`src/design/rssf_map.svh`:
```
// Purpose: Ramp spread register map.
// Assumes: Byte registers.
// Notes: Definitions only.
`ifndef RSSF_MAP_SVH
`define RSSF_MAP_SVH

// Register offsets.
`define RSSF_OFF_RAMP_PHASE_CONTROL 8'h6A
`define RSSF_OFF_SPREAD_ENABLE_CONTROL 8'h6B
`define RSSF_OFF_SPREAD_RANGE_CONTROL 8'h6C
`define RSSF_OFF_MANUAL_RAMP_FREQUENCY 8'h6D
`define RSSF_OFF_TRIANGLE_STEP_CONTROL 8'h6E
`define RSSF_OFF_RAMP_AMPLITUDE_BOUNDARY 8'h6F
`define RSSF_OFF_CHANNEL_FAULT_STATUS 8'h70
`define RSSF_OFF_GLOBAL_FAULT_STATUS_ONE 8'h71
`define RSSF_OFF_FAULT_MASK_CONTROL 8'h74
`define RSSF_OFF_FAULT_CLEAR_COMMAND 8'h78

// Reset values.
`define RSSF_RST_RAMP_PHASE_CONTROL 8'h00
`define RSSF_RST_SPREAD_ENABLE_CONTROL 8'h00
`define RSSF_RST_SPREAD_RANGE_CONTROL 8'h00
`define RSSF_RST_MANUAL_RAMP_FREQUENCY 8'h50
`define RSSF_RST_TRIANGLE_STEP_CONTROL 8'h11
`define RSSF_RST_RAMP_AMPLITUDE_BOUNDARY 8'h24
`define RSSF_RST_FAULT_MASK_CONTROL 8'h00

// Field positions.
`define RSSF_POS_PHASE_HI 3
`define RSSF_POS_PHASE_LO 2
`define RSSF_POS_I2S_SYNC 1
`define RSSF_POS_PHASE_SYNC 0
`define RSSF_POS_PREDIV 5
`define RSSF_POS_MANUAL 4
`define RSSF_POS_RDM_EN 1
`define RSSF_POS_TRI_EN 0
`define RSSF_POS_RDM_HI 6
`define RSSF_POS_RDM_LO 4
`define RSSF_POS_TRI_HI 3
`define RSSF_POS_TRI_LO 0
`define RSSF_POS_FALL_HI 7
`define RSSF_POS_FALL_LO 4
`define RSSF_POS_RISE_HI 3
`define RSSF_POS_RISE_LO 0
`define RSSF_POS_AMP_HI 6
`define RSSF_POS_AMP_LO 5
`define RSSF_POS_BOUND_HI 4
`define RSSF_POS_BOUND_LO 0
`define RSSF_POS_MASK_CLK 4
`define RSSF_POS_MASK_UV 3
`define RSSF_POS_MASK_OV 2
`define RSSF_POS_MASK_DC 1
`define RSSF_POS_MASK_OC 0
`define RSSF_POS_ANALOG_CLEAR 7

// Ramp and fault sizing.
`define RSSF_AUTO_DIVISOR 8'h50
`define RSSF_MIN_PERIOD 10'h002
`define RSSF_FAULT_COUNT 7
`define RSSF_LFSR_SEED 8'hA5

`endif

```
`src/design/rssf_pkg.sv`:
```
// Purpose: Ramp spread types.
// Assumes: None.
// Notes: Types only.
package rssf_pkg;

  typedef struct packed {
    logic [1:0] phase;
    logic i2s_sync;
    logic phase_sync;
    logic prediv;
    logic manual;
    logic rdm_en;
    logic tri_en;
    logic [2:0] rdm_range;
    logic [3:0] tri_ctrl;
    logic [7:0] divisor;
    logic [3:0] fall_step;
    logic [3:0] rise_step;
    logic [1:0] amplitude;
    logic [4:0] boundary;
  } rssf_ctrl_type;

  typedef struct packed {
    logic left_dc_fault;
    logic right_dc_fault;
    logic left_overcurrent_fault;
    logic right_overcurrent_fault;
    logic clock_fault;
    logic power_overvoltage_flag;
    logic power_undervoltage_flag;
  } rssf_fault_type;

  typedef enum logic {
    RSSF_HOLD,
    RSSF_RUN
  } rssf_ramp_state_type;

endpackage : rssf_pkg

```
`src/design/rssf_fault_bank.sv`:
```
// Purpose: Latches analog faults.
// Assumes: Asynchronous fault levels.
// Notes: Set wins over clear.
`timescale 1ns/100ps
`include "rssf_map.svh"
module rssf_fault_bank (
  // Clock and reset.
  input wire logic clk_sys,
  input wire logic rst_n,
  // Fault sources and control.
  input wire logic [`RSSF_FAULT_COUNT-1:0] fault_raw,
  input wire logic [`RSSF_FAULT_COUNT-1:0] fault_mask,
  input wire logic clear_pulse,
  // Latched, masked view.
  output logic [`RSSF_FAULT_COUNT-1:0] fault_q
);

  genvar i;
  generate
    for (i = 0; i < `RSSF_FAULT_COUNT; i = i + 1) begin : g_fault
      logic meta_q;
      logic sync_q;
      logic held_q;
      always_ff @(posedge clk_sys) begin
        if (!rst_n) begin
          meta_q <= 1'b0;
          sync_q <= 1'b0;
        end else begin
          meta_q <= fault_raw[i];
          sync_q <= meta_q;
        end
      end
      always_ff @(posedge clk_sys) begin
        if (!rst_n) begin
          held_q <= 1'b0;
        end else if (sync_q && !fault_mask[i]) begin
          held_q <= 1'b1;
        end else if (clear_pulse) begin
          held_q <= 1'b0;
        end
      end
      assign fault_q[i] = held_q && !fault_mask[i];
    end
  endgenerate

endmodule : rssf_fault_bank

```
`src/design/rssf_spread.sv`:
```
// Purpose: Spread period offset.
// Assumes: One advance per period.
// Notes: Offsets add.
`timescale 1ns/100ps
`include "rssf_map.svh"
module rssf_spread (
  // Clock and reset.
  input wire logic clk_sys,
  input wire logic rst_n,
  // Control.
  input wire logic advance,
  input wire rssf_pkg::rssf_ctrl_type ctrl,
  // Offset.
  output logic signed [7:0] offset_q
);

  logic signed [7:0] tri_q;
  logic signed [7:0] tri_d;
  logic up_q;
  logic [7:0] lfsr_q;
  logic signed [7:0] limit;
  logic signed [7:0] rise;
  logic signed [7:0] fall;
  logic signed [7:0] rnd;
  logic [7:0] rnd_mask;

  always_comb begin
    if (ctrl.manual) begin
      limit = {3'h0, ctrl.boundary};
      rise = {4'h0, ctrl.rise_step};
      fall = {4'h0, ctrl.fall_step};
    end else begin
      limit = {4'h0, ctrl.tri_ctrl} + 8'sh01;
      rise = 8'sh01;
      fall = 8'sh01;
    end
    rnd_mask = 8'(({1'b0, 8'h01} << ctrl.rdm_range) - 9'h001);
    rnd = $signed(lfsr_q & rnd_mask) - $signed({1'b0, rnd_mask[7:1]});
    tri_d = up_q ? tri_q + rise : tri_q - fall;
  end

  always_ff @(posedge clk_sys) begin
    if (!rst_n) begin
      tri_q <= 8'sh00;
      up_q <= 1'b1;
    end else if (!ctrl.tri_en) begin
      tri_q <= 8'sh00;
      up_q <= 1'b1;
    end else if (advance) begin
      if (up_q && tri_d >= limit) begin
        tri_q <= limit;
        up_q <= 1'b0;
      end else if (!up_q && tri_d <= -limit) begin
        tri_q <= -limit;
        up_q <= 1'b1;
      end else begin
        tri_q <= tri_d;
      end
    end
  end

  always_ff @(posedge clk_sys) begin
    if (!rst_n) begin
      lfsr_q <= `RSSF_LFSR_SEED;
    end else if (advance) begin
      lfsr_q <= {lfsr_q[6:0], lfsr_q[7] ^ lfsr_q[5] ^ lfsr_q[4] ^ lfsr_q[3]};
    end
  end

  always_ff @(posedge clk_sys) begin
    if (!rst_n) begin
      offset_q <= 8'sh00;
    end else begin
      offset_q <= (ctrl.tri_en ? tri_q : 8'sh00) + (ctrl.rdm_en ? rnd : 8'sh00);
    end
  end

endmodule : rssf_spread

```
`src/design/rssf_top.sv`:
```
// Purpose: Ramp control, ramp generator and fault status.
// Assumes: Byte control port on clk_sys.
// Notes: Sync and fault_raw pins pass two flip-flops.
//
// Contract
// - Two-bit phase field picks one of four ramp clock phases.
// - Serial-audio sync enable aligns the ramp to the audio frame timing.
// - Ramp phase sync enable turns ramp phase synchronisation on.
// - Manual predivider select runs the ramp from half the source clock.
// - Manual mode bit makes frequency, step, amplitude and boundary fields act.
// - Bit 1 enables random spread; three-bit field sets its range.
// - Bit 0 enables triangle spread; four-bit field sets its rate and range.
// - Manual ramp period is the eight-bit divisor, reset 0x50.
// - Upper nibble sets the triangle falling step, reset 0001.
// - Lower nibble sets the triangle rising step, reset 0001.
// - Two-bit field sets ramp amplitude, reset 01.
// - Five-bit field sets the triangle period boundary, reset 00100.
// - Channel fault bits 3 and 2 report left and right DC faults.
// - Channel fault bits 1 and 0 report left and right over-current.
// - Global fault bit 7 reports a failed one-time memory CRC check.
// - Global fault bit 6 reports a failed last biquad write.
// - Writing one to the analog clear bit clears latched analog faults.
// - A set mask bit stops its fault from being reported.
`timescale 1ns/100ps
`include "rssf_map.svh"
module rssf_top (
  // Clock and reset.
  input wire logic clk_sys,
  input wire logic rst_n,
  // Internal control port.
  input wire logic [7:0] reg_addr,
  input wire logic reg_wr,
  input wire logic [7:0] reg_wdata,
  input wire logic reg_rd,
  output logic [7:0] reg_rdata_q,
  output logic reg_rvalid_q,
  // Play request from the power state logic.
  input wire logic ramp_run,
  // Asynchronous sync pins.
  input wire logic audio_frame_sync,
  input wire logic ramp_sync_in,
  // Fault sources.
  input wire rssf_pkg::rssf_fault_type fault_raw,
  input wire logic otp_crc_error,
  input wire logic biquad_write_failure,
  // Ramp and fault outputs.
  output logic ramp_clk_q,
  output logic ramp_tick_q,
  output logic [1:0] ramp_amplitude_q,
  output logic fault_any_q
);

  logic [7:0] ramp_phase_control_q;
  logic [7:0] spread_enable_control_q;
  logic [7:0] spread_range_control_q;
  logic [7:0] manual_ramp_frequency_q;
  logic [7:0] triangle_step_control_q;
  logic [7:0] ramp_amplitude_boundary_q;
  logic [7:0] fault_mask_control_q;
  logic analog_clear_q;
  rssf_pkg::rssf_ctrl_type ctrl;
  logic [`RSSF_FAULT_COUNT-1:0] fault_mask;
  logic [`RSSF_FAULT_COUNT-1:0] fault_view;
  rssf_pkg::rssf_fault_type faults;
  logic [7:0] channel_fault_status;
  logic [7:0] global_fault_status_one;
  logic [7:0] rdata_d;
  logic frame_meta_q;
  logic frame_sync_q;
  logic frame_last_q;
  logic ramp_meta_q;
  logic ramp_sync_q;
  logic ramp_last_q;
  logic sync_event;
  logic half_rate_q;
  logic step_en;
  logic signed [7:0] spread_offset;
  logic [7:0] base_divisor;
  logic [9:0] period_raw;
  logic [9:0] period;
  logic [9:0] quarter;
  logic [9:0] phase_offset;
  logic [9:0] count_q;
  logic [9:0] count_d;
  logic wrap;
  rssf_pkg::rssf_ramp_state_type state_q;

  // Register writes.
  always_ff @(posedge clk_sys) begin
    if (!rst_n) begin
      ramp_phase_control_q <= `RSSF_RST_RAMP_PHASE_CONTROL;
      spread_enable_control_q <= `RSSF_RST_SPREAD_ENABLE_CONTROL;
      spread_range_control_q <= `RSSF_RST_SPREAD_RANGE_CONTROL;
      manual_ramp_frequency_q <= `RSSF_RST_MANUAL_RAMP_FREQUENCY;
      triangle_step_control_q <= `RSSF_RST_TRIANGLE_STEP_CONTROL;
      ramp_amplitude_boundary_q <= `RSSF_RST_RAMP_AMPLITUDE_BOUNDARY;
      fault_mask_control_q <= `RSSF_RST_FAULT_MASK_CONTROL;
    end else if (reg_wr) begin
      case (reg_addr)
        `RSSF_OFF_RAMP_PHASE_CONTROL: ramp_phase_control_q <= reg_wdata;
        `RSSF_OFF_SPREAD_ENABLE_CONTROL: spread_enable_control_q <= reg_wdata;
        `RSSF_OFF_SPREAD_RANGE_CONTROL: spread_range_control_q <= reg_wdata;
        `RSSF_OFF_MANUAL_RAMP_FREQUENCY: manual_ramp_frequency_q <= reg_wdata;
        `RSSF_OFF_TRIANGLE_STEP_CONTROL: triangle_step_control_q <= reg_wdata;
        `RSSF_OFF_RAMP_AMPLITUDE_BOUNDARY: ramp_amplitude_boundary_q <= reg_wdata;
        `RSSF_OFF_FAULT_MASK_CONTROL: fault_mask_control_q <= reg_wdata;
        default: begin
        end
      endcase
    end
  end

  // Clear command pulse, never stored.
  always_ff @(posedge clk_sys) begin
    if (!rst_n) begin
      analog_clear_q <= 1'b0;
    end else begin
      analog_clear_q <= reg_wr && (reg_addr == `RSSF_OFF_FAULT_CLEAR_COMMAND) &&
                        reg_wdata[`RSSF_POS_ANALOG_CLEAR];
    end
  end

  // Field decode.
  always_comb begin
    ctrl.phase = ramp_phase_control_q[`RSSF_POS_PHASE_HI:`RSSF_POS_PHASE_LO];
    ctrl.i2s_sync = ramp_phase_control_q[`RSSF_POS_I2S_SYNC];
    ctrl.phase_sync = ramp_phase_control_q[`RSSF_POS_PHASE_SYNC];
    ctrl.prediv = spread_enable_control_q[`RSSF_POS_PREDIV];
    ctrl.manual = spread_enable_control_q[`RSSF_POS_MANUAL];
    ctrl.rdm_en = spread_enable_control_q[`RSSF_POS_RDM_EN];
    ctrl.tri_en = spread_enable_control_q[`RSSF_POS_TRI_EN];
    ctrl.rdm_range = spread_range_control_q[`RSSF_POS_RDM_HI:`RSSF_POS_RDM_LO];
    ctrl.tri_ctrl = spread_range_control_q[`RSSF_POS_TRI_HI:`RSSF_POS_TRI_LO];
    ctrl.divisor = manual_ramp_frequency_q;
    ctrl.fall_step = triangle_step_control_q[`RSSF_POS_FALL_HI:`RSSF_POS_FALL_LO];
    ctrl.rise_step = triangle_step_control_q[`RSSF_POS_RISE_HI:`RSSF_POS_RISE_LO];
    ctrl.amplitude = ramp_amplitude_boundary_q[`RSSF_POS_AMP_HI:`RSSF_POS_AMP_LO];
    ctrl.boundary = ramp_amplitude_boundary_q[`RSSF_POS_BOUND_HI:`RSSF_POS_BOUND_LO];
  end

  // Mask bits per fault source.
  assign fault_mask = {
    fault_mask_control_q[`RSSF_POS_MASK_DC],
    fault_mask_control_q[`RSSF_POS_MASK_DC],
    fault_mask_control_q[`RSSF_POS_MASK_OC],
    fault_mask_control_q[`RSSF_POS_MASK_OC],
    fault_mask_control_q[`RSSF_POS_MASK_CLK],
    fault_mask_control_q[`RSSF_POS_MASK_OV],
    fault_mask_control_q[`RSSF_POS_MASK_UV]
  };

  rssf_fault_bank u_fault_bank (
    .clk_sys(clk_sys),
    .rst_n(rst_n),
    .fault_raw(fault_raw),
    .fault_mask(fault_mask),
    .clear_pulse(analog_clear_q),
    .fault_q(fault_view)
  );

  assign faults = fault_view;

  // Status words; reserved bits read zero.
  assign channel_fault_status = {4'h0, faults.left_dc_fault, faults.right_dc_fault,
                                 faults.left_overcurrent_fault,
                                 faults.right_overcurrent_fault};
  assign global_fault_status_one = {otp_crc_error, biquad_write_failure, 3'h0,
                                    faults.clock_fault, faults.power_overvoltage_flag,
                                    faults.power_undervoltage_flag};

  // Read mux; unmapped and write-only offsets read zero.
  always_comb begin
    case (reg_addr)
      `RSSF_OFF_RAMP_PHASE_CONTROL: rdata_d = ramp_phase_control_q;
      `RSSF_OFF_SPREAD_ENABLE_CONTROL: rdata_d = spread_enable_control_q;
      `RSSF_OFF_SPREAD_RANGE_CONTROL: rdata_d = spread_range_control_q;
      `RSSF_OFF_MANUAL_RAMP_FREQUENCY: rdata_d = manual_ramp_frequency_q;
      `RSSF_OFF_TRIANGLE_STEP_CONTROL: rdata_d = triangle_step_control_q;
      `RSSF_OFF_RAMP_AMPLITUDE_BOUNDARY: rdata_d = ramp_amplitude_boundary_q;
      `RSSF_OFF_CHANNEL_FAULT_STATUS: rdata_d = channel_fault_status;
      `RSSF_OFF_GLOBAL_FAULT_STATUS_ONE: rdata_d = global_fault_status_one;
      `RSSF_OFF_FAULT_MASK_CONTROL: rdata_d = fault_mask_control_q;
      default: rdata_d = 8'h00;
    endcase
  end

  always_ff @(posedge clk_sys) begin
    if (!rst_n) begin
      reg_rdata_q <= 8'h00;
      reg_rvalid_q <= 1'b0;
    end else begin
      reg_rvalid_q <= reg_rd;
      if (reg_rd) begin
        reg_rdata_q <= rdata_d;
      end
    end
  end

  // Sync pin synchronisers.
  always_ff @(posedge clk_sys) begin
    if (!rst_n) begin
      frame_meta_q <= 1'b0;
      frame_sync_q <= 1'b0;
      frame_last_q <= 1'b0;
      ramp_meta_q <= 1'b0;
      ramp_sync_q <= 1'b0;
      ramp_last_q <= 1'b0;
    end else begin
      frame_meta_q <= audio_frame_sync;
      frame_sync_q <= frame_meta_q;
      frame_last_q <= frame_sync_q;
      ramp_meta_q <= ramp_sync_in;
      ramp_sync_q <= ramp_meta_q;
      ramp_last_q <= ramp_sync_q;
    end
  end

  assign sync_event = (ctrl.i2s_sync && frame_sync_q && !frame_last_q) ||
                      (ctrl.phase_sync && ramp_sync_q && !ramp_last_q);

  // Half-rate stepping for the predivider.
  always_ff @(posedge clk_sys) begin
    if (!rst_n) begin
      half_rate_q <= 1'b0;
    end else begin
      half_rate_q <= !half_rate_q;
    end
  end

  assign step_en = !(ctrl.manual && ctrl.prediv) || half_rate_q;

  rssf_spread u_spread (
    .clk_sys(clk_sys),
    .rst_n(rst_n),
    .advance(wrap && step_en),
    .ctrl(ctrl),
    .offset_q(spread_offset)
  );

  // Ramp period and phase offset.
  always_comb begin
    base_divisor = ctrl.manual ? ctrl.divisor : `RSSF_AUTO_DIVISOR;
    period_raw = 10'({2'b00, base_divisor} + {{2{spread_offset[7]}}, spread_offset});
    if (spread_offset[7] && ({2'b00, base_divisor} < 10'(-$signed({{2{spread_offset[7]}},
        spread_offset})))) begin
      period = `RSSF_MIN_PERIOD;
    end else if (period_raw < `RSSF_MIN_PERIOD) begin
      period = `RSSF_MIN_PERIOD;
    end else begin
      period = period_raw;
    end
    quarter = {2'b00, period[9:2]};
    case (ctrl.phase)
      2'h0: phase_offset = 10'h000;
      2'h1: phase_offset = quarter;
      2'h2: phase_offset = 10'(quarter << 1);
      2'h3: phase_offset = 10'(quarter + (quarter << 1));
      default: phase_offset = 10'h000;
    endcase
  end

  assign wrap = (count_q >= period - 10'h001);
  assign count_d = wrap ? 10'h000 : 10'(count_q + 10'h001);

  // Ramp state; phase offset loads on start and sync.
  always_ff @(posedge clk_sys) begin
    if (!rst_n) begin
      state_q <= rssf_pkg::RSSF_HOLD;
      count_q <= 10'h000;
    end else begin
      case (state_q)
        rssf_pkg::RSSF_HOLD: begin
          count_q <= phase_offset;
          if (ramp_run) begin
            state_q <= rssf_pkg::RSSF_RUN;
          end
        end
        rssf_pkg::RSSF_RUN: begin
          if (!ramp_run) begin
            state_q <= rssf_pkg::RSSF_HOLD;
          end else if (sync_event) begin
            count_q <= phase_offset;
          end else if (step_en) begin
            count_q <= count_d;
          end
        end
        default: begin
          state_q <= rssf_pkg::RSSF_HOLD;
        end
      endcase
    end
  end

  // Ramp and fault outputs.
  always_ff @(posedge clk_sys) begin
    if (!rst_n) begin
      ramp_clk_q <= 1'b0;
      ramp_tick_q <= 1'b0;
      ramp_amplitude_q <= 2'h0;
      fault_any_q <= 1'b0;
    end else begin
      ramp_clk_q <= (state_q == rssf_pkg::RSSF_RUN) && (count_q < {1'b0, period[9:1]});
      ramp_tick_q <= (state_q == rssf_pkg::RSSF_RUN) && ramp_run && !sync_event &&
                     step_en && wrap;
      ramp_amplitude_q <= ctrl.manual ? ctrl.amplitude : 2'h1;
      fault_any_q <= |fault_view;
    end
  end

endmodule : rssf_top

```
`config.mk`:
```
export PLATFORM = sky130hd
export DESIGN_NAME = rssf_top
export DESIGN_NICKNAME = d
export VERILOG_FILES = /design/src/design/rssf_pkg.sv /design/src/design/rssf_fault_bank.sv /design/src/design/rssf_spread.sv /design/src/design/rssf_top.sv
export VERILOG_INCLUDE_DIRS = /design/src /design/src/design
export SDC_FILE = /design/constraint.sdc
export NUM_CORES = 1
export LEC_CHECK = 0
export BUFFER_PORTS_ARGS = -buffer_cell sky130_fd_sc_hd__buf_4
export CAP_MARGIN = 20
export CORE_MARGIN = 1
export CORE_UTILIZATION = 53
export DETAILED_ROUTE_END_ITERATION = 7
export PLACE_DENSITY = 0.73
export SYNTH_ARGS = -nofsm -noshare
export SYNTH_HDL_FRONTEND = slang
export SYNTH_HIERARCHICAL = 1
export SYNTH_SLANG_ARGS = --single-unit
```
`constraint.sdc`:
```
create_clock -name clk_sys -period 4.7 [get_ports clk_sys]
set_clock_uncertainty 0.05 [all_clocks]
set_input_delay 0.705 -clock clk_sys [delete_from_list [all_inputs] [get_ports clk_sys]]
set_output_delay 0.705 -clock clk_sys [all_outputs]
set_load 0.005 [all_outputs]
```
======== Word-level counts from Yosys, hierarchy flattened ========
Index checks and enable logic that the tools add are counted.
storage, ports and cells
  memories kept ........................... 0
  bits in latches ......................... 0
  bits of input ports ..................... 32
  flip-flop bits (word level) ............. 135
  bits in writable memories ............... 0
  output and inout port bits .............. 14
  word-level logic and storage cells ...... 182
  bits in read-only memories .............. 0
operators by class
  mux-type cells .......................... 30
  $mul .................................... 0
  bitwise gates (word level) .............. 5
  div/mod/pow operators ................... 0
  reduce and logical (&&, ||, !) cells .... 64
  equal/unequal tests ..................... 15
  magnitude comparators ................... 6
  add/sub/neg operators ................... 12
  shift-type cells ........................ 1
operators by type and width
  operator                                                                        number
  8-bit by 7-bit == test with 1-bit output (second input constant)                10
  8-bit one-hot mux with 9 select lines                                           1
  10-bit two-way mux                                                              6
  8-bit two-way mux                                                               7
  10-bit one-hot mux with 4 select lines                                          1
  1-bit logical AND                                                               30
  2-bit AND reduction                                                             11
  10-bit one-hot mux with 2 select lines                                          1
  2-bit nonzero test                                                              8
  1-bit two-way mux                                                               12
  1-bit zero test                                                                 11
  10-bit by 1-bit adder with 10-bit output (second input constant)                1
  8-bit by 9-bit adder with 10-bit output                                         1
  9-bit by 8-bit adder with 10-bit output                                         1
  10-bit greater-or-equal comparator                                              1
  10-bit by 2-bit less-than comparator with 1-bit output (second input constant)  1
  10-bit by 9-bit less-than comparator with 1-bit output                          1
  8-bit by 10-bit less-than comparator with 1-bit output                          1
  8-bit negator with 10-bit output                                                1
  10-bit by 1-bit subtractor with 10-bit output (second input constant)           1
  8-bit by 5-bit adder with 8-bit output                                          1
  8-bit adder                                                                     1
  8-bit AND                                                                       1
  8-bit greater-or-equal comparator                                               1
  other kinds (17)                                                                22

======== Logic depth before layout (Yosys ltp) ========
Gate-level depths: netlist of the first run.
  depth in word-level cells ............... 12
  depth in mapped cells ................... 27
  depth with buffers taken out ............ 26

======== By module ========
Netlist of the first run, hierarchy kept.
modules (own cells, without submodules)
  module           area an instance (um^2)  times used  cells an instance  seq. area each (um^2)
  rssf_top         5,819.3                  1           693                1,781.7
  rssf_spread      2,655.0                  1           327                500.5
  rssf_fault_bank  726.9                    1           65                 420.4

======== Worst setup path before layout of the first run ========
OpenSTA, ideal clock, no wires.
  path type ............................... reg-to-reg
  start point ............................. register spread_enable_control_q[4]
  end point ............................... register count_q[2]
  setup slack ............................. -453 ps
  setup time .............................. 91 ps
  required time ........................... 4,559 ps
  clock period less this slack ............ 5,153 ps
  path buffers ............................ 2
  arrival time ............................ 5,012 ps
  cell stages (with the launch flop) ...... 24
  cells stage by stage .................... dfxtp_1 clkbuf_1 and2_1 ha_1 and3_1 a221oi_2 mux2i_1 nand4_1 o41a_1 and2_4 ha_1 o21ai_0 nand2_1 nand3_1 xor2_1 ha_1 a211oi_1 nand2_1 a211oi_1 o21ai_0 a21oi_1 clkbuf_1 o21ai_0 a311oi_1
between the ends
  cells in the longest elaborated chain, start to end .. 12
  elaborated cells between the ends (all ways) .. 21
  those cells by class .................... add/sub: 3; order compare: 3; eq/ne: 1; mux: 9; reduce/logical: 5
ends and longest elaborated chain
  item                                                              line             text
  start: declaration                                                rssf_top.sv:54   logic [7:0] spread_enable_control_q;
  start signal: assignment                                          rssf_top.sv:92   spread_enable_control_q <= `RSSF_RST_SPREAD_ENABLE_CONTROL;
  start signal: assignment                                          rssf_top.sv:101  `RSSF_OFF_SPREAD_ENABLE_CONTROL: spread_enable_control_q <= reg_wdata;
  8-bit two-way mux (no line)                                       n/a
  9-bit by 8-bit adder with 10-bit output                           rssf_top.sv:243  period_raw = 10'({2'b00, base_divisor} + {{2{spread_offset[7]}}, spread_offset});
  10-bit by 2-bit less-than comparator with 1-bit output (no line)  n/a
  10-bit two-way mux                                                rssf_top.sv:247  end else if (period_raw < `RSSF_MIN_PERIOD) begin
  10-bit two-way mux                                                rssf_top.sv:244  if (spread_offset[7] && ({2'b00, base_divisor} < 10'(-$signed({{2{spread_offset[7]}},
  10-bit by 1-bit subtractor with 10-bit output                     rssf_top.sv:262  assign wrap = (count_q >= period - 10'h001);
  10-bit greater-or-equal comparator                                rssf_top.sv:262
  10-bit two-way mux                                                rssf_top.sv:263  assign count_d = wrap ? 10'h000 : 10'(count_q + 10'h001);
  10-bit two-way mux                                                rssf_top.sv:283  end else if (step_en) begin
  10-bit two-way mux                                                rssf_top.sv:281  end else if (sync_event) begin
  10-bit two-way mux                                                rssf_top.sv:279  if (!ramp_run) begin
  10-bit one-hot mux with 2 select lines                            rssf_top.sv:271  case (state_q)
  end signal: assignment                                            rssf_top.sv:273  count_q <= phase_offset;
  end signal: assignment                                            rssf_top.sv:282  count_q <= phase_offset;
  end signal: assignment                                            rssf_top.sv:284  count_q <= count_d;
  end: declaration                                                  rssf_top.sv:83   logic [9:0] count_q;
Parallel ways exist; a longest one is shown, timed or not. The select of a mux whose other input is x is not followed.
A chain may end at the register's enable or synchronous reset.

======== Worst setup path after layout of the first run ========
  start point ............................. register spread_enable_control_q[4]
  end point ............................... register u_spread.lfsr_q[3]
between the ends
  cells in the longest elaborated chain, start to end .. 8
  elaborated cells between the ends (all ways) .. 13
  those cells by class .................... add/sub: 2; order compare: 3; mux: 3; reduce/logical: 5
ends and longest elaborated chain
  item                                                              line               text
  8-bit two-way mux (no line)                                       n/a
  9-bit by 8-bit adder with 10-bit output                           rssf_top.sv:243
  10-bit by 2-bit less-than comparator with 1-bit output (no line)  n/a
  10-bit two-way mux                                                rssf_top.sv:247
  10-bit two-way mux                                                rssf_top.sv:244
  10-bit by 1-bit subtractor with 10-bit output                     rssf_top.sv:262
  10-bit greater-or-equal comparator                                rssf_top.sv:262
  1-bit logical AND (*)                                             rssf_top.sv:235    .advance(wrap && step_en),
  end signal: assignment                                            rssf_spread.sv:64  lfsr_q <= `RSSF_LFSR_SEED;
  end signal: assignment                                            rssf_spread.sv:66  lfsr_q <= {lfsr_q[6:0], lfsr_q[7] ^ lfsr_q[5] ^ lfsr_q[4] ^ lfsr_q[3]};
  end: declaration                                                  rssf_spread.sv:20  logic [7:0] lfsr_q;
Mark *: on every way between the ends. The rest lies on a longest branch, timed or not.

==> metrics.csv, run 1 <==
metric,value,unit
Worst Setup SP,spread_enable_control_q[4],
Critical Path Sink Type,flop,
Total Power,2.62,mW
Logic pwr share,5.4,%
min Tclk post-route,4.83,ns
largest net degree at the start of global routing,66,
post-synth cell types,78,
DIE HEIGHT,134,um
"Core Util, Final",66.9,%
clock power share,49.9,%
CORE AREA,0.0168,mm2
Main synth FF type,dfxtp_1,
Peak VDD IR,0.244,mV
P_int,1.97,mW
Starting Density,54.9,%
yosys warns,6,
fmax,0.207,GHz
die area,0.0179,mm2
WP data required,4.96,ns
final WL,23.6,mm
P&R area growth vs syn,21.8,%
Placed Area,0.0101,mm2
hpwl dp,16.3,mm
first-pass GRT wire length,37.8,mm
share of layout cells above drive strength 1,21.9,%
GRT Util Overall,26.4,%
CTS Buf Count,17,
complex-gate fraction of the synthesized area,17.4,%
count of final setup violators,20,
largest family of logic cells by synthesized area,simple AND/OR/NAND/NOR gates,
Synth Area in XOR/XNOR,4.94,%
area share of the largest cell type after synthesis,29.4,%
num rows,47,
Final Hold Viols,0,
Switching Fraction,24.7,%
Synth Instances,1085,
antenna violations before repair,0,
failing checks,setup timing,
DR pass1 iterations,6,
ys async rst share,0,%
# IOs,46,
register area share after synthesis,29.4,%
largest area contributor in the netlist,dfxtp_1,
Hold Path Class,flop to flop,
Critical Path Start Type,flop,
vias in the first global route,7959,
flop-to-flop setup slack,-0.13,ns
reg2reg end,u_spread/lfsr_q[3],
Synth Area in Simple Gates,22.2,%
Syn Nets,1214,
hold-critical path depth,1,
GP Congestion,0.903,
Layout Cells excl Fill,1405,
Slew @ Worst Pin,1.03,ns
crit path DAT,5.09,ns
Synth Area in Adders,13.6,%
switching pwr,0.647,mW
Max-Slew Margin vs Limit,31.3,%
root buf cell,clkbuf_16,
Mapped Area,0.00920,mm2
R2R cell count,24,
max FFs per register,10,
WS Path Type,flop to flop,
Vias,8302,
Iter 0 DRT Violations,638,
final setup margin,-0.131,ns
Synth area leaders,"dfxtp_1 (29%), ha_1 (13%), mux2i_1 (6.4%)",
fin crit share,103,%
CTS tree,yes,
antenna fix cells,0,
RSZ-0062 raised after global routing,yes,
Worst-Skew Late Latency,0.42,ns
ANT nets after route,0,
Pwr Density,234,mW/mm2
Final nets,1301,
total grt overflow,0,
Flop pwr share,44.7,%
die width,134,um
Mean Syn Cell Area,8.48,um2
number of enable flip-flop cells after synthesis,0,
multiplexer share of the synthesized area,8.38,%
CTS sink count,135,
Crit Path Max Fanout,8,
Critical Path Sink,u_spread/lfsr_q[3],
post-route cell area,0.0112,mm2
CTS max path bufs,2,
status,"finished, violations left",
Slew Limit Fails,0,
Leak,4.68,nW
Max Cap Violations,0,
CTS HTree Levels,4,
average vias per placed instance,5.91,
routed len/inst,16.8,um
FF-to-FF Start,spread_enable_control_q[4],
#FFs+latches synth,135,
IO buf count,45,
DRC violations left,0,
largest register by flop count,count_q,
Setup WS pre-CTS,-0.274,ns
clk slew on worst S/H paths,0.06,ns
placed cell count,1364,
## power by group through the flow
stage | Clock [mW] | Combinational, mW | Sequential [mW]
after floorplan | 0 | 0.0791 | 1.20
after global placement | 0 | 0.135 | 1.20
after detailed placement | 0 | 0.136 | 1.20
after CTS | 1.33 | 0.138 | 1.17
after global routing | 1.38 | 0.152 | 1.17
final | 1.31 | 0.141 | 1.17
## per-layer routing
metal	vias to the layer above	GRT usage, %	wire [um]
met5	-	0	0
met4	0	7.83	471
met3	43	4.15	1340
met2	287	43.8	11300
met1	3938	35.0	10500
li1	4034	-	-
## timing repair
action / 4_1_cts / 5_1_grt
gates cloned: 0 / 1
setup endpoints to repair: 26 / 27
hold buffers: 0 / 0
setup buffers: 3 / 7
endpoints found under the hold margin: 0 / 0
gates resized for setup: 17 / 85
pin swaps: 10 / 34
## critical path, cell delays in order, from the launching register on
cell and delay, ns:
dfxtp_4 0.36, buf_6 0.13, and2_4 0.16, ha_4 0.21
and3_4 0.19, a221oi_4 0.31, mux2i_1 0.25, nand4_1 0.15
o41a_1 0.44, and2_4 0.17, ha_2 0.19, o21ai_2 0.17
nand2_1 0.12, nand3_2 0.08, xor2_1 0.18, ha_2 0.22
a211oi_2 0.07, nand2_1 0.12, a21oi_1 0.07, a21oi_2 0.21
nand2_4 0.09, nor2_4 0.27, buf_12 0.19, mux2i_1 0.23
nor2b_1 0.08
## synth_stat cells, types with 5 or more instances
cell type,number
xnor2_1,28
dfxtp_1,135
and3_1,6
nand4_1,5
nor3b_1,9
nor2_1,90
mux2i_1,59
nand2b_1,33
o22ai_1,6
nor3_1,10
nor2b_1,30
mux4_2,8
o2111ai_1,5
xor2_1,22
and2_1,48
o211ai_1,7
o31ai_1,5
inv_1,47
a21oi_1,72
or3_1,7
a21o_1,15
fa_1,5
o21ai_0,52
nand3_1,42
clkbuf_1,30
ha_1,92
a211oi_1,13
a21boi_2,6
nand2_1,96
o21a_1,5
## cell usage in the layout (no fill, tap or decap), drive strengths merged, types with 4 or more instances in the layout
cell     netlist  routed
nor3b          9       9
nand2b        33      33
o311ai         4       4
nor3          10      10
o21ai         55      55
a211oi        15      15
or2            4       4
or3            7       7
xnor2         28      28
ha            92      92
a21o          17      17
xor2          23      23
a31oi          4       4
buf           12     109
nand4          5       5
nand3b         4       4
nand3         42      42
o211ai        10      10
a21boi         8       8
fa             5       5
inv           48      57
o21a           5       5
o221ai         4       4
clkbuf        30      18
and2          51      51
nor4           4       4
a221oi         4       4
nor2b         30      30
mux2i         59      59
dfxtp        135     135
o2111ai        5       5
nor2          90      90
a21oi         75      75
and3           6       6
o22ai          6       6
nand2         96      96
o31ai          5       5
mux4           8       8
o31a           4       4
## worst min-delay path by stage
| stage | from | to |
|---|---|---|
| 3_3_place_gp | u_fault_bank/g_fault[4].meta_q | u_fault_bank/g_fault[4].sync_q |
| 5_1_grt | u_fault_bank/g_fault[2].meta_q | u_fault_bank/g_fault[2].sync_q |
| 2_1_floorplan | frame_meta_q | frame_sync_q |
| 4_1_cts | u_fault_bank/g_fault[4].meta_q | u_fault_bank/g_fault[4].sync_q |
| 3_5_place_dp | u_fault_bank/g_fault[4].meta_q | u_fault_bank/g_fault[4].sync_q |
| 6_report | u_fault_bank/g_fault[1].meta_q | u_fault_bank/g_fault[1].sync_q |
## cells by family after synthesis
group / after synthesis
buffers and inverters: 90
adder cells (fa/ha/maj): 97
AO/OA/AOI/OAI: 240
other: 1
flip-flops: 135
multiplexers: 67
XOR/XNOR: 51
AND/OR/NAND/NOR: 404
## metrics by stage
| step | hold slack, ns | TNS, ns |
|---|---|---|
| after floorplan | 0.362 | 0 |
| after global placement | 0.363 | -0.381 |
| after detailed placement | 0.369 | -3.67 |
| after CTS | 0.385 | -0.00714 |
| after global routing | 0.393 | -6.86 |
| final | 0.383 | -1.30 |
## layout make-up
type                       count  area (um2)
clock inverter                15         159
sequential                   135        2710
inverter                      48         183
multi-input combinational    860        6570
clock buffer                  17         425
fill                        1360        5550
tap                          220         275
timing repair buffer         110         882
Power figures use the tool's default switching activity.
==> inputs of run 2 (changes only) <==
- CORE_ASPECT_RATIO: not set -> 1.25
==> run 2 against run 1 <==
  * The run still ends with setup timing left
  * Global-route usage rose by 0.69 points
  * Combinational power increased by 4%
  * Worst hold slack is essentially flat
  * Clock power is essentially flat
  * Wire length up 2.5%
  * Count of clock-buffer cells in the layout is the same
  * Non-clock buffer count rose by 14
  * Flip-flop and latch count unchanged
  * Via count rose by 0.14%
  * Critical endpoint is now count_q[1]
  * First-iteration DRC count is 1.1% higher
  * Highest routed layer unchanged
==> metrics.csv, run 2 (synthesized netlist as in run 1, its figures left out) <==
metric,value,unit,change
status,"finished, violations left",,
failing checks,setup timing,,
most frequent cells in the layout,"dfxtp_1 (131), buf_4 (113), nand2_1 (90)",,
Hold Path Class,flop to flop,,
# IOs,46,,unchanged
die width,120,um,-10%
Slew Limit Fails,0,,unchanged
max FFs per register,10,,unchanged
GP Congestion,0.894,,-0.97%
Vias,8314,,+0.14%
Crit Path Max Fanout,7,,-1
# fillers,1369,,+0.66%
final setup margin,-0.115,ns,+0.0157 ns
Final nets,1315,,+1.1%
Final Hold Viols,0,,unchanged
share of layout cells above drive strength 1,22.4,%,+0.50 points
P&R area growth vs syn,22.4,%,
Max-Slew Margin vs Limit,27.7,%,-3.6 points
Critical Path Start Type,flop,,
Placed Area,0.0102,mm2,+0.52%
Total Power,2.64,mW,+0.80%
RSZ-0062 raised after global routing,yes,,
"Core Util, Final",66.6,%,-0.27 points
fmax,0.208,GHz,+0.33%
hold_ws,0.383,ns,-0.000219 ns
Worst-Skew Late Latency,0.42,ns,about the same
"commonest non-fill, non-tap cell in the layout",dfxtp_1,,
vias in the first global route,8166,,+2.6%
Max Cap Violations,0,,unchanged
CTS tree,yes,,
GRT Util Overall,27.0,%,+0.69 points
CORE AREA,0.0169,mm2,+0.90%
routed len/inst,17.1,um,+1.4%
hpwl dp,16.8,mm,+3.0%
Iter 0 DRT Violations,645,,+1.1%
WS Path Type,flop to flop,,
first-pass GRT wire length,38.9,mm,+2.7%
CTS max path bufs,2,,unchanged
die area,0.0179,mm2,about the same
largest net degree at the start of global routing,66,,unchanged
CTS Buf Count,17,,unchanged
fin crit share,102,%,-0.33 points
post-route cell area,0.0113,mm2,+0.49%
antenna violations before repair,0,,unchanged
antenna fix cells,0,,unchanged
ANT nets after route,0,,unchanged
root buf cell,clkbuf_16,,
Starting Density,54.4,%,-0.49 points
crit path DAT,5.09,ns,about the same
Slew @ Worst Pin,1.08,ns,+0.0538 ns
min Tclk post-route,4.81,ns,-0.0157 ns
DIE HEIGHT,149,um,+12%
clk slew on worst S/H paths,0.07,ns,about the same
CTS HTree Levels,4,,unchanged
WP data required,4.98,ns,+0.02 ns
Peak VDD IR,0.291,mV,+19%
average vias per placed instance,5.86,,-0.84%
Leak,4.72,nW,+0.94%
final WL,24.2,mm,+2.5%
Critical Path Sink Type,flop,,
IO buf count,45,,unchanged
count of final setup violators,20,,unchanged
DR pass1 iterations,5,,-1
DRC violations left,0,,unchanged
largest register by flop count,count_q,,
num rows,53,,+13%
Pwr Density,234,mW/mm2,+0.31%
total grt overflow,0,,unchanged
CTS sink count,135,,unchanged
==> run 2: cell count changes in the layout (fill, tap and decap cells not counted), sizes merged <==
cell / before / now
buf: 109 / 123
inv: 57 / 59
bufinv: 1 / 0
clkinvlp: 2 / 1
==> run 2: cell type report <==
cell class                      instances  area, um2  area share, %
Clock buffer                           17        425           3.78
Clock inverter                         15        170           1.51
Inverter                               48        180           1.60
Multi-Input combinational cell        860       6500           57.7
Sequential cell                       135       2710           24.1
Tap cell                              220        275           2.44
Timing Repair Buffer                  124        998           8.86
==> run 2: critical path, cell delays in order, from the launching register on <==
cell	delay, ns
dfxtp_2	0.36
buf_6	0.13
and2_4	0.16
ha_4	0.20
a21o_1	0.23
a221oi_4	0.28
mux2i_1	0.24
nand4_1	0.14
buf_4	0.17
o41ai_2	0.53
o31ai_4	0.09
and3_1	0.20
xnor2_1	0.12
ha_1	0.30
a211oi_2	0.22
nand2_1	0.13
a211oi_2	0.25
o21ai_2	0.11
a21oi_2	0.20
buf_6	0.16
a21o_1	0.12
a211oi_1	0.04
a311oi_1	0.27
==> run 2: path summary, 6_finish.rpt <==
kind,depth (start not counted),to,slack (ns),start
worst max-delay path,22,count_q[1],-0.11,spread_enable_control_q[4]
worst min-delay path,1,frame_sync_q,0.38,frame_meta_q
worst max register to register,22,count_q[1],-0.11,spread_enable_control_q[4]
worst min register to register,1,frame_sync_q,0.38,frame_meta_q
==> run 2: metal layers <==
metal | track usage, % | vias up | share of wire [%]
met5 | 0 | - | 0
met3 | 3.98 | 44 | 4.5
met4 | 8.94 | 0 | 2.1
met1 | 32.2 | 3960 | 42
met2 | 49.3 | 271 | 52
li1 | - | 4039 | -
==> run 2: metrics by stage <==
step | worst slack [ns] | std cells | setup TNS (ns)
2_1_floorplan | 0.000510 | 1085 | 0
3_3_place_gp | -0.0659 | 1371 | -0.199
3_5_place_dp | -0.168 | 1371 | -2.12
4_1_cts | 0.00365 | 1407 | 0
5_1_grt | -0.376 | 1419 | -7.37
6_report | -0.115 | 1419 | -1.27
==> run 2: report_power, final <==
group,total [mW],internal [mW],switching [mW]
Clock,1.32,0.719,0.604
Combinational,0.147,0.0647,0.0819
Sequential,1.17,1.16,0.00895
Total,2.64,1.95,0.695
==> run 2: timing repair <==
item                                    CTS  global route
hold buffers                              0             0
pin swaps                                 9            29
resized for setup                        23            70
gates cloned                              0             1
endpoints found under the setup margin   25            27
setup buffers                             4            12
